<file path="src/include/arc_pkg.sv">
/*
  Constants, register map and state types of the autoreclose sequencer.
  Assumes a 50 MHz clock; all time settings are held in tenths of a second.
*/
package arc_pkg;
  // clock and timing base
  localparam int unsigned CLK_HZ = 50_000_000;
  localparam int unsigned TICK_MS = 100;
  localparam int unsigned TICK_CYC = CLK_HZ / 1000 * TICK_MS;
  localparam int unsigned TW = 14;
  localparam int unsigned AW = 6;
  localparam int unsigned DW = 16;

  // register byte addresses
  localparam logic [AW-1:0] ADR_CTRL = 6'h00;
  localparam logic [AW-1:0] ADR_RSTW = 6'h04;
  localparam logic [AW-1:0] ADR_DWELL = 6'h08;
  localparam logic [AW-1:0] ADR_HOLD = 6'h0C;
  localparam logic [AW-1:0] ADR_SPD = 6'h10;
  localparam logic [AW-1:0] ADR_TPD = 6'h20;
  localparam logic [AW-1:0] ADR_STAT = 6'h30;

  // control field positions
  localparam int unsigned F_MODE = 0;
  localparam int unsigned F_PROG = 3;
  localparam int unsigned F_TPM = 5;
  localparam int unsigned F_SUP = 6;
  localparam int unsigned F_HNC = 7;
  localparam int unsigned F_SPN = 8;
  localparam int unsigned F_TPN = 10;

  // operating modes and programs
  localparam logic [2:0] MD_NONE = 3'h0;
  localparam logic [2:0] MD_INT = 3'h1;
  localparam logic [2:0] MD_EXT = 3'h2;
  localparam logic [2:0] MD_BOTH = 3'h3;
  localparam logic [2:0] MD_OFF = 3'h4;
  localparam logic [1:0] PG_SP = 2'h0;
  localparam logic [1:0] PG_TP = 2'h1;
  localparam logic [1:0] PG_MIX = 2'h2;

  // reset values
  localparam logic [DW-1:0] CTRL_RST = 16'h0000;
  localparam logic [TW-1:0] RSTW_RST = 14'h0064;
  localparam logic [TW-1:0] DWELL_RST = 14'h0005;
  localparam logic [TW-1:0] HOLD_RST = 14'h0064;
  localparam logic [TW-1:0] DLY_RST = 14'h000A;

  typedef enum logic [1:0] {ST_RESET, ST_TIMING, ST_DWELL, ST_LOCKOUT} arc_state_t;
  typedef enum logic [1:0] {PH_DELAY, PH_HOLD, PH_RESWAIT} arc_phase_t;
endpackage

</file>
<file path="src/design/arc_sequencer.sv">
/*
  Autoreclose sequencer: mode and program select, one to four timed shots,
  hold supervision, cancel, lockout and reset handling, register port.
  Assumes contact inputs are asynchronous pins and the internal
  initiates come from logic on clk.
*/
// The address map and the address-and-strobe port are this design's own decisions.
`timescale 1ns/1ns
module arc_sequencer
  import arc_pkg::*;
#(
  parameter int unsigned TICK_CYCLES = TICK_CYC
) (
  input wire logic clk,
  input wire logic rst,
  input wire logic [AW-1:0] addr,
  input wire logic [DW-1:0] wr_data,
  input wire logic wr_en,
  input wire logic rd_en,
  output logic [DW-1:0] rd_data,
  input wire logic int_single_pole_initiate,
  input wire logic int_three_pole_initiate,
  input wire logic ext_single_pole_initiate,
  input wire logic ext_three_pole_initiate,
  input wire logic [2:0] breaker_open,
  input wire logic hold_in,
  input wire logic cancel_in,
  input wire logic lockout_in,
  input wire logic reset_in,
  output logic close_out,
  output logic three_pole_trip_enable,
  output logic cycle_active_flag,
  output logic lockout_out
);
  localparam int unsigned CW = (TICK_CYCLES > 1) ? $clog2(TICK_CYCLES) : 1;
  localparam logic [CW-1:0] TICK_LAST = CW'(TICK_CYCLES - 1);

  if (TICK_CYCLES < 1) begin : g_chk
    $error("tick length must be at least one cycle");
  end

  typedef struct packed {
    logic [8:0] s1;
    logic [8:0] s2;
    logic [1:0] prev_ini;
    logic prev_lo;
    logic prev_closed;
    logic [DW-1:0] ctrl;
    logic [TW-1:0] rst_t;
    logic [TW-1:0] dwell_t;
    logic [TW-1:0] hold_t;
    logic [7:0][TW-1:0] dly;
    logic [CW-1:0] tick_cnt;
    logic [TW-1:0] timer;
    arc_state_t st;
    arc_phase_t ph;
    logic seq_tp;
    logic [2:0] shot;
    logic cancel_pend;
    logic mc_wait;
    logic [DW-1:0] rd_data;
    logic close;
    logic tpte;
    logic cyc;
    logic lko;
  } arc_regs_t;

  localparam arc_regs_t R_INIT = '{
    st: ST_RESET,
    ph: PH_DELAY,
    ctrl: CTRL_RST,
    rst_t: RSTW_RST,
    dwell_t: DWELL_RST,
    hold_t: HOLD_RST,
    dly: {8{DLY_RST}},
    default: '0
  };

  arc_regs_t r;
  arc_regs_t n;

  // synchronised pins
  logic [2:0] brk_open_s;
  logic hold_s;
  logic cancel_s;
  logic lock_s;
  logic reset_s;
  logic ext_sp_s;
  logic ext_tp_s;
  // decoded settings
  logic [2:0] mode;
  logic [1:0] prog;
  logic tpm_single;
  logic sup_en;
  logic [2:0] nshots;
  logic [2:0] next_mode;
  logic [1:0] next_prog;
  // events
  logic tick;
  logic act_mode;
  logic sp_lvl;
  logic tp_lvl;
  logic ini_sp;
  logic ini_tp;
  logic fault;
  logic released;
  logic brk_closed;
  logic start_tp;
  logic start_lock;

  assign brk_open_s = r.s2[2:0];
  assign hold_s = r.s2[3];
  assign cancel_s = r.s2[4];
  assign lock_s = r.s2[5];
  assign reset_s = r.s2[6];
  assign ext_sp_s = r.s2[7];
  assign ext_tp_s = r.s2[8];

  assign mode = r.ctrl[F_MODE +: 3];
  assign prog = r.ctrl[F_PROG +: 2];
  assign tpm_single = r.ctrl[F_TPM];
  assign sup_en = r.ctrl[F_SUP];

  always_comb begin
    n = r;
    n.s1 = {ext_three_pole_initiate, ext_single_pole_initiate, reset_in,
            lockout_in, cancel_in, hold_in, breaker_open};
    n.s2 = r.s1;

    // register port
    n.rd_data = '0;
    if (wr_en) begin
      if (addr == ADR_CTRL) begin
        n.ctrl = wr_data;
      end else if (addr == ADR_RSTW) begin
        n.rst_t = wr_data[TW-1:0];
      end else if (addr == ADR_DWELL) begin
        n.dwell_t = wr_data[TW-1:0];
      end else if (addr == ADR_HOLD) begin
        n.hold_t = wr_data[TW-1:0];
      end else if (addr[5:4] == ADR_SPD[5:4] || addr[5:4] == ADR_TPD[5:4]) begin
        n.dly[{addr[5], addr[3:2]}] = wr_data[TW-1:0];
      end
    end
    if (rd_en) begin
      if (addr == ADR_CTRL) begin
        n.rd_data = r.ctrl;
      end else if (addr == ADR_RSTW) begin
        n.rd_data = {2'h0, r.rst_t};
      end else if (addr == ADR_DWELL) begin
        n.rd_data = {2'h0, r.dwell_t};
      end else if (addr == ADR_HOLD) begin
        n.rd_data = {2'h0, r.hold_t};
      end else if (addr[5:4] == ADR_SPD[5:4] || addr[5:4] == ADR_TPD[5:4]) begin
        n.rd_data = {2'h0, r.dly[{addr[5], addr[3:2]}]};
      end else if (addr == ADR_STAT) begin
        n.rd_data = {4'h0, r.shot, r.ph, r.st, r.mc_wait, r.lko, r.cyc,
                     r.close, r.tpte};
      end
    end

    // 0.1 s timing base
    tick = (r.tick_cnt == TICK_LAST);
    n.tick_cnt = tick ? '0 : r.tick_cnt + 1'b1;
    if (tick && r.timer != '0) begin
      n.timer = r.timer - 1'b1;
    end

    // initiate source filter
    act_mode = (mode == MD_INT) || (mode == MD_EXT) || (mode == MD_BOTH);
    sp_lvl = ((mode == MD_INT || mode == MD_BOTH) && int_single_pole_initiate) ||
             ((mode == MD_EXT || mode == MD_BOTH) && ext_sp_s);
    tp_lvl = ((mode == MD_INT || mode == MD_BOTH) && int_three_pole_initiate) ||
             ((mode == MD_EXT || mode == MD_BOTH) && ext_tp_s);
    ini_sp = sp_lvl && !r.prev_ini[0];
    ini_tp = tp_lvl && !r.prev_ini[1];
    n.prev_ini = {tp_lvl, sp_lvl};
    fault = ini_sp || ini_tp;

    released = r.ctrl[F_HNC] ? hold_s : !hold_s;
    brk_closed = !(|brk_open_s);
    n.prev_closed = brk_closed;
    n.prev_lo = lock_s;
    nshots = r.seq_tp ? ({1'b0, r.ctrl[F_TPN +: 2]} + 3'h1)
                      : ({1'b0, r.ctrl[F_SPN +: 2]} + 3'h1);

    // program selection at first trip
    start_tp = 1'b1;
    start_lock = 1'b0;
    unique case (prog)
      PG_SP: begin
        start_tp = 1'b0;
        start_lock = !tpm_single || !ini_sp;
      end
      PG_TP: begin
        start_lock = tpm_single || !ini_tp;
      end
      default: begin
        start_tp = ini_sp ? !tpm_single : 1'b1;
        start_lock = (prog != PG_MIX);
      end
    endcase

    unique case (r.st)
      ST_RESET: begin
        if (act_mode && !cancel_s && fault) begin
          if (start_lock) begin
            n.st = ST_LOCKOUT;
          end else begin
            n.st = ST_TIMING;
            n.ph = PH_DELAY;
            n.seq_tp = start_tp;
            n.shot = 3'h0;
            n.timer = r.dly[{start_tp, 2'b00}];
          end
        end
      end
      ST_TIMING: begin
        if (cancel_s) begin
          n.st = ST_LOCKOUT;
        end else begin
          unique case (r.ph)
            PH_DELAY: begin
              if (r.timer == '0) begin
                if (!sup_en || released) begin
                  n.st = ST_DWELL;
                  n.timer = r.dwell_t;
                end else begin
                  n.ph = PH_HOLD;
                  n.timer = r.hold_t;
                end
              end
            end
            PH_HOLD: begin
              if (released) begin
                n.st = ST_DWELL;
                n.timer = r.dwell_t;
              end else if (r.timer == '0) begin
                n.st = ST_LOCKOUT;
              end
            end
            default: begin
              if (fault) begin
                if (r.shot >= nshots || !ini_tp) begin
                  n.st = ST_LOCKOUT;
                end else begin
                  n.ph = PH_DELAY;
                  n.timer = r.dly[{r.seq_tp, r.shot[1:0]}];
                end
              end else if (r.timer == '0) begin
                n.st = ST_RESET;
              end
            end
          endcase
        end
      end
      ST_DWELL: begin
        if (cancel_s) begin
          n.cancel_pend = 1'b1;
        end
        if (r.timer == '0) begin
          if (r.cancel_pend || cancel_s) begin
            n.st = ST_LOCKOUT;
          end else begin
            n.st = ST_TIMING;
            n.ph = PH_RESWAIT;
            n.shot = r.shot + 3'h1;
            n.timer = r.rst_t;
          end
        end
      end
      ST_LOCKOUT: begin
        if (lock_s) begin
          n.mc_wait = 1'b0;
        end else if (r.prev_lo && brk_closed) begin
          n.st = ST_RESET;
        end else if (reset_s && brk_closed) begin
          n.st = ST_RESET;
        end else if (r.mc_wait) begin
          if (fault) begin
            n.mc_wait = 1'b0;
          end else if (r.timer == '0) begin
            n.st = ST_RESET;
          end
        end else if (brk_closed && !r.prev_closed) begin
          n.mc_wait = 1'b1;
          n.timer = r.rst_t;
        end
      end
    endcase

    if (lock_s) begin
      n.st = ST_LOCKOUT;
    end
    // manual close wait only lives inside lockout
    if (n.st != ST_LOCKOUT || r.st != ST_LOCKOUT) begin
      n.mc_wait = 1'b0;
    end
    if (n.st != ST_DWELL) begin
      n.cancel_pend = 1'b0;
    end
    // tick base restarts on each load, so a count of n lasts n full ticks
    if (n.st != r.st || n.ph != r.ph || n.mc_wait != r.mc_wait) begin
      n.tick_cnt = '0;
    end

    // outputs follow the next state
    next_mode = n.ctrl[F_MODE +: 3];
    next_prog = n.ctrl[F_PROG +: 2];
    n.close = (n.st == ST_DWELL);
    n.lko = (n.st == ST_LOCKOUT);
    n.cyc = (n.st == ST_TIMING) || (n.st == ST_DWELL);
    n.tpte = (next_mode != MD_NONE) &&
             ((next_mode == MD_OFF) || n.lko ||
              (next_prog == PG_TP) ||
              (n.cyc && (n.seq_tp || n.shot != 3'h0)));
  end

  always_ff @(posedge clk) begin
    if (rst) begin
      r <= R_INIT;
    end else begin
      r <= n;
    end
  end

  assign rd_data = r.rd_data;
  assign close_out = r.close;
  assign three_pole_trip_enable = r.tpte;
  assign cycle_active_flag = r.cyc;
  assign lockout_out = r.lko;
endmodule

</file>
<file path="config.mk">
export PLATFORM = sky130hd
export DESIGN_NAME = arc_sequencer
export DESIGN_NICKNAME = d
export VERILOG_FILES = /design/src/include/arc_pkg.sv /design/src/design/arc_sequencer.sv
export SDC_FILE = /design/constraint.sdc
export NUM_CORES = 1
export LEC_CHECK = 0
export BUFFER_PORTS_ARGS = -buffer_cell sky130_fd_sc_hd__buf_2
export CAP_MARGIN = 0
export CORE_UTILIZATION = 62
export DETAILED_ROUTE_END_ITERATION = 6
export GPL_ROUTABILITY_DRIVEN = 0
export GPL_TIMING_DRIVEN = 0
export PLACE_DENSITY = 0.77
export SYNTH_ARGS = -nofsm -noshare
export SYNTH_HDL_FRONTEND = slang
export SYNTH_SLANG_ARGS = --single-unit
</file>
<file path="constraint.sdc">
create_clock -name clk -period 6.1 [get_ports clk]
set_clock_uncertainty 0.1 [all_clocks]
set_input_delay 0.305 -clock clk [delete_from_list [all_inputs] [get_ports clk]]
set_output_delay 0.305 -clock clk [all_outputs]
set_load 0.02 [all_outputs]
</file>
[Word level (Yosys, flattened, before mapping)]
Index checks and enable logic that the tools add are counted.
Word-level totals
  input bits: 37
  output and inout port bits: 20
  flip-flop bits (word level): 259
  logic and storage cells: 219
Operators by class
  bitwise operators: 5
  mux-type cells: 82
  add/sub/neg operators: 5
  reductions and logical operators: 64
  eq/ne operators: 27
  $lt $le $gt $ge: 5
Operator list (number)
  two-way mux 14 bit: 24
  two-way mux 112 bit: 2
  two-way mux 159 bit: 1
  two-way mux 154 bit: 1
  two-way mux 140 bit: 1
  two-way mux 126 bit: 1
  bitwise mux 112 bit: 1
  binary-select mux 14 bit (select 3 bit): 2
  one-hot mux 16 bit (4 select lines): 1
  demux 14 bit (select 3 bit): 1
  two-way mux 2 bit: 19
  two-way mux 18 bit: 2
  two-way mux 16 bit: 2
  one-hot mux 16 bit (2 select lines): 1
  adder 23 x 1 -> 23 bit, second input constant: 1
  equality test 23 bit, second input constant: 1
  two-way mux 22 bit: 1
  logical OR 1 bit: 21
  logical AND 1 bit: 15
  zero test 14 bit: 1
  nonzero test 14 bit: 1
  subtractor 14 x 1 -> 14 bit, second input constant: 1
  equality test 2 x 1 -> 1 bit, second input constant: 6
  equality test 6 x 4 -> 1 bit, second input constant: 2
  35 further kinds: 79

[Depth between registers and ports, before layout]
  depth in word-level cells: 19
  mapped depth: 24
  depth with buffers taken out: 19

[Worst setup path after synthesis]
OpenSTA, ideal clock, no wires.
  path type: register -> register
  from: register r[25] (netlist bit)
  to: register r[61] (netlist bit)
  library setup time: 62 ps
  slack: 1209 ps
  buffers on the path: 5
  period minus slack after synthesis: 4891 ps
  cell stages (with the launch flop): 24
  data required time: 5938 ps
  arrival: 4729 ps
  path through: dfxtp_1 -> buf_1 -> clkbuf_1 -> mux2_2 -> ha_1 -> inv_1 -> ha_1 -> o21ai_0 -> nor2_1 -> or3_1 -> clkbuf_1 -> a31oi_1 -> o211ai_1 -> nand2_1 -> nand2_1 -> ha_1 -> nand4b_1 -> o221ai_1 -> a221oi_1 -> nand4_1 -> or4_1 -> buf_2 -> buf_8 -> nor2_4
RTL lines
  from (decl): line arc_sequencer.sv:79  | arc_regs_t r;
  from (signal assigned): line arc_sequencer.sv:323  | r <= n;

==> flow_results.xml <==
<?xml version="1.0" encoding="UTF-8"?>
<metrics>
  <group name="cells_and_area">
    <metric name="finalCoreUtilization" unit="">0.714</metric>
    <metric name="seqCellArea" unit="um2">5180</metric>
    <metric name="multi_input_comb_area" unit="um2">7840</metric>
    <metric name="area.growth.synth_to_final" unit="%">13.3</metric>
    <metric name="filler_cell_count" unit="">1715</metric>
    <metric name="design.final.nets" unit="">1747</metric>
    <metric name="insertedDiodeCount" unit="">0</metric>
    <metric name="final_area" unit="um2">15500</metric>
    <metric name="final_cells" unit="">1997</metric>
    <metric name="drive_above_1_share" unit="">0.132</metric>
  </group>
  <group name="global_route">
    <metric name="maximum_number_of_pins_on_one_net_before_global_route_repair" unit="">15</metric>
    <metric name="groute.usage.overall" unit="">0.454</metric>
    <metric name="grt_remaining_overflow" unit="">0</metric>
    <metric name="grt_antenna_before_repair" unit="">2</metric>
    <metric name="grt_first_pass_wirelength" unit="um">76100</metric>
    <metric name="first_global_vias" unit="">13100</metric>
  </group>
  <group name="sta">
    <metric name="pins_over_their_slew_limit" unit="">0</metric>
    <metric name="maxSlewHeadroom" unit="">0.232</metric>
    <metric name="rsz0062_at_grt" unit="">false</metric>
    <metric name="max_slew.worst_pin.slew" unit="ns">1.14</metric>
    <metric name="final-hold-violation-count" unit="">0</metric>
    <metric name="min_period" unit="ns">5.93</metric>
    <metric name="setup_violations" unit="">0</metric>
    <metric name="max_clock_freq" unit="MHz">169</metric>
    <metric name="period_share" unit="">0.973</metric>
    <metric name="worst_slack" unit="ns">0.167</metric>
  </group>
  <group name="clock_network">
    <metric name="post_cts.repair.setup_buffers" unit="">0</metric>
    <metric name="cts-htree-levels" unit="">1</metric>
    <metric name="clock_network_latency_to_the_later_pin_of_the_worst_skew_pair" unit="ns">0.57</metric>
    <metric name="worst_setup_hold_path_clk_slew" unit="ns">0.06</metric>
    <metric name="cts_root_buffer" unit="">sky130_fd_sc_hd__clkbuf_16</metric>
    <metric name="clkSinkCount" unit="">259</metric>
    <metric name="tritoncts" unit="">done</metric>
    <metric name="cts_max_path_buffers" unit="">3</metric>
    <metric name="cts_inserted_buffers" unit="">28</metric>
  </group>
  <group name="worst_setup_path">
    <metric name="critPathKind" unit="">register to register</metric>
    <metric name="required_time_reported_for_the_critical_path_endpoint" unit="ns">6.49</metric>
    <metric name="setup.worst_path.end_class" unit="">register</metric>
    <metric name="worst_ep_arrival_time" unit="ns">6.32</metric>
    <metric name="critical_path.startpoint_type" unit="">register</metric>
    <metric name="critical_path_peak_fanout" unit="">10</metric>
  </group>
  <group name="placed_design">
    <metric name="place.detailed.hpwl" unit="um">35200</metric>
    <metric name="dpl.cell_count" unit="">1924</metric>
    <metric name="placement.cell_area" unit="um2">14300</metric>
    <metric name="placement.io_buffers" unit="">54</metric>
    <metric name="placement.setup.worst_slack" unit="ns">-0.266</metric>
  </group>
  <group name="detailed_routing">
    <metric name="drt-total-wl" unit="um">50100</metric>
    <metric name="drt_first_iter_violations" unit="">2378</metric>
    <metric name="route.antenna.remaining_nets" unit="">0</metric>
    <metric name="route.detailed.drc" unit="">28</metric>
    <metric name="drt-wirelength-per-cell" unit="um">25.1</metric>
    <metric name="viasPerCell" unit="">6.84</metric>
    <metric name="detailroute.via_count" unit="">13700</metric>
    <metric name="detailedRoute.firstPassIterationCount" unit="">7</metric>
  </group>
  <group name="synth">
    <metric name="most_used_dff_post_synth" unit="">sky130_fd_sc_hd__dfxtp_1</metric>
    <metric name="synth.ff_latch_count" unit="">259</metric>
    <metric name="synth_area_per_cell" unit="um2">8.62</metric>
    <metric name="synthDominantCellAreaShare" unit="">0.378</metric>
    <metric name="yosys_warnings" unit="">0</metric>
    <metric name="synthesis.area" unit="um2">13700</metric>
    <metric name="yosysTopAreaCell" unit="">sky130_fd_sc_hd__dfxtp_1</metric>
    <metric name="synth_fp_nets" unit="">1638</metric>
    <metric name="postSynth.asyncResetShare" unit="">0</metric>
    <metric name="synth.lib_cells_used.distinct" unit="">75</metric>
    <metric name="synth-edff-count" unit="">0</metric>
    <metric name="yosys-top-cells-area" unit="">sky130_fd_sc_hd__dfxtp_1 (38%), sky130_fd_sc_hd__mux4_2 (9.2%), sky130_fd_sc_hd__nand2_1 (7.6%), sky130_fd_sc_hd__a21oi_1 (6.6%), sky130_fd_sc_hd__mux2i_1 (6.1%)</metric>
    <metric name="synth_seq_area_share" unit="">0.378</metric>
    <metric name="synthCells" unit="">1590</metric>
  </group>
  <group name="power_and_ir_drop">
    <metric name="internal_power" unit="uW">3200</metric>
    <metric name="pwr_density_cell" unit="nW/um2">310</metric>
    <metric name="seq_power_share" unit="">0.375</metric>
    <metric name="vdd_drop_max" unit="uV">273</metric>
    <metric name="post_route_total_power" unit="uW">4820</metric>
    <metric name="p_sw" unit="uW">1620</metric>
    <metric name="share_comb_of_total_power" unit="">0.260</metric>
    <metric name="p_leak" unit="uW">0.00577</metric>
    <metric name="power_frac_clock" unit="">0.365</metric>
    <metric name="switching_share" unit="">0.336</metric>
  </group>
  <group name="run">
    <metric name="drv.max_cap_violation_count" unit="">0</metric>
  </group>
  <group name="die">
    <metric name="floorplan.die_area" unit="um2">22700</metric>
    <metric name="core_area" unit="um2">21800</metric>
    <metric name="die_x" unit="um">151</metric>
    <metric name="die_ht" unit="um">151</metric>
    <metric name="rows" unit="">54</metric>
    <metric name="io_pins" unit="">57</metric>
    <metric name="initial_utilization" unit="">0.630</metric>
  </group>
  <group name="min_path">
    <metric name="worst_hold_path_type" unit="">input pin to register</metric>
  </group>
  <group name="run_status">
    <metric name="failed_checks" unit="">DRC</metric>
    <metric name="run_status" unit="">complete, but fails checks</metric>
  </group>
</metrics>
[cell usage in the layout (no fill, tap or decap), drive strengths merged, types with 13 or more instances in the layout]
cell type	netlist	routed
a21oi	181	181
a221oi	13	13
buf	37	90
clkbuf	104	142
dfxtp	259	259
dlygate4sd3	0	25
inv	14	15
mux2i	84	84
mux4	56	56
nand2	279	279
nand3	120	120
nand4	15	15
nor2	119	119
nor2b	34	34
nor3	15	15
o211ai	13	13
o21ai	37	37
xor2	22	22
[synthesized netlist by cell type (12+ instances only)]
cell                       count
sky130_fd_sc_hd__o211ai_1     13
sky130_fd_sc_hd__nor2_1       98
sky130_fd_sc_hd__xor2_1       22
sky130_fd_sc_hd__mux2i_1      84
sky130_fd_sc_hd__o21ai_0      37
sky130_fd_sc_hd__a221oi_1     13
sky130_fd_sc_hd__clkbuf_1    104
sky130_fd_sc_hd__inv_1        14
sky130_fd_sc_hd__buf_4        16
sky130_fd_sc_hd__nand3_1     120
sky130_fd_sc_hd__nor2b_1      34
sky130_fd_sc_hd__nor2_4       18
sky130_fd_sc_hd__nor3_1       15
sky130_fd_sc_hd__buf_1        13
sky130_fd_sc_hd__a21oi_1     181
sky130_fd_sc_hd__nand4_1      15
sky130_fd_sc_hd__dfxtp_1     259
sky130_fd_sc_hd__xnor2_1      12
sky130_fd_sc_hd__mux4_2       56
sky130_fd_sc_hd__nand2_1     277
[kinds of logic (layout without fill, tap and decap cells)]
logic type      count (synthesis)  after routing  share of synthesized area
simple gates                  651            651                      0.232
compound gates                328            328                      0.146
flops                         259            259                      0.378
buf+inv                       157            284                     0.0500
mux                           150            150                      0.162
xor+xnor                       34             34                     0.0217
fa+ha+maj                      11             11                     0.0100
[stage by stage]
step / TNS, ns / hold slack, ns
finish: 0 / 0.0870
global placement: -3.34 / 0.307
CTS: 0 / 0.0451
detailed placement: -5.37 / 0.307
global route: 0 / 0.0970
floorplan: 0 / 0.300
[layout make-up]
class,count,area share
Clock buffer,37,0.0492
Buffer,141,0.0406
Sequential cell,259,0.334
Multi-Input combinational cell,1174,0.505
Inverter,16,0.00387
Tap cell,280,0.0226
Timing Repair Buffer,79,0.0335
Clock inverter,11,0.0111
[power groups by stage]
| stage | Sequential, uW | Clock [uW] | Combinational (uW) |
|---|---|---|---|
| 6_report | 1810 | 1760 | 1250 |
| 2_1_floorplan | 1830 | 0 | 817 |
| 3_3_place_gp | 1840 | 0 | 1150 |
| 4_1_cts | 1800 | 1760 | 1190 |
| 3_5_place_dp | 1840 | 0 | 1170 |
| 5_1_grt | 1810 | 1820 | 1320 |
[routing by layer]
metal | wire length [um] | vias up | GRT usage
li1 | - | 5893 | -
met1 | 17200 | 6300 | 0.536
met2 | 21300 | 1119 | 0.684
met3 | 7570 | 340 | 0.175
met4 | 4030 | 2 | 0.305
met5 | 12 | - | 0
[critical path, cell delays in order, from the launching register on]
cell                       delay (ns)
sky130_fd_sc_hd__dfxtp_1         0.43
sky130_fd_sc_hd__buf_2           0.37
sky130_fd_sc_hd__clkbuf_4        0.40
sky130_fd_sc_hd__mux2i_4         0.43
sky130_fd_sc_hd__inv_1           0.08
sky130_fd_sc_hd__ha_1            0.28
sky130_fd_sc_hd__inv_1           0.04
sky130_fd_sc_hd__ha_1            0.19
sky130_fd_sc_hd__nor3b_1         0.28
sky130_fd_sc_hd__nor2_1          0.16
sky130_fd_sc_hd__or3_1           0.32
sky130_fd_sc_hd__clkbuf_1        0.23
sky130_fd_sc_hd__a31oi_1         0.28
sky130_fd_sc_hd__o211ai_1        0.12
sky130_fd_sc_hd__nand2_1         0.11
sky130_fd_sc_hd__nand2_1         0.08
sky130_fd_sc_hd__ha_1            0.27
sky130_fd_sc_hd__nand4b_1        0.17
sky130_fd_sc_hd__o221ai_1        0.14
sky130_fd_sc_hd__a221oi_1        0.26
sky130_fd_sc_hd__nand4_1         0.11
sky130_fd_sc_hd__or4_1           0.49
sky130_fd_sc_hd__buf_2           0.22
sky130_fd_sc_hd__buf_8           0.18
sky130_fd_sc_hd__nor2_4          0.10
[worst paths after layout]
| kind | slack (ns) | cells past startpoint | to | start |
|---|---|---|---|---|
| max | 0.17 | 24 | r[65]$_SDFF_PP0_ | r[25]$_SDFF_PP0_ |
| min | 0.09 | 4 | rd_data[13]$_SDFF_PP0_ | rst |
| max reg2reg | 0.17 | 24 | r[65]$_SDFF_PP0_ | r[25]$_SDFF_PP0_ |
| min reg2reg | 0.32 | 1 | r[237]$_SDFF_PP0_ | brk_open_s[2]$_SDFF_PP0_ |
[repair_timing]
item                                    in CTS  in global routing
gates cloned                                 0                  0
gates resized for setup                      2                  6
endpoints found under the hold margin       41                  0
endpoints found under the setup margin      23                 23
hold buffers                                25                  0
(Power assumes the default switching activity.)
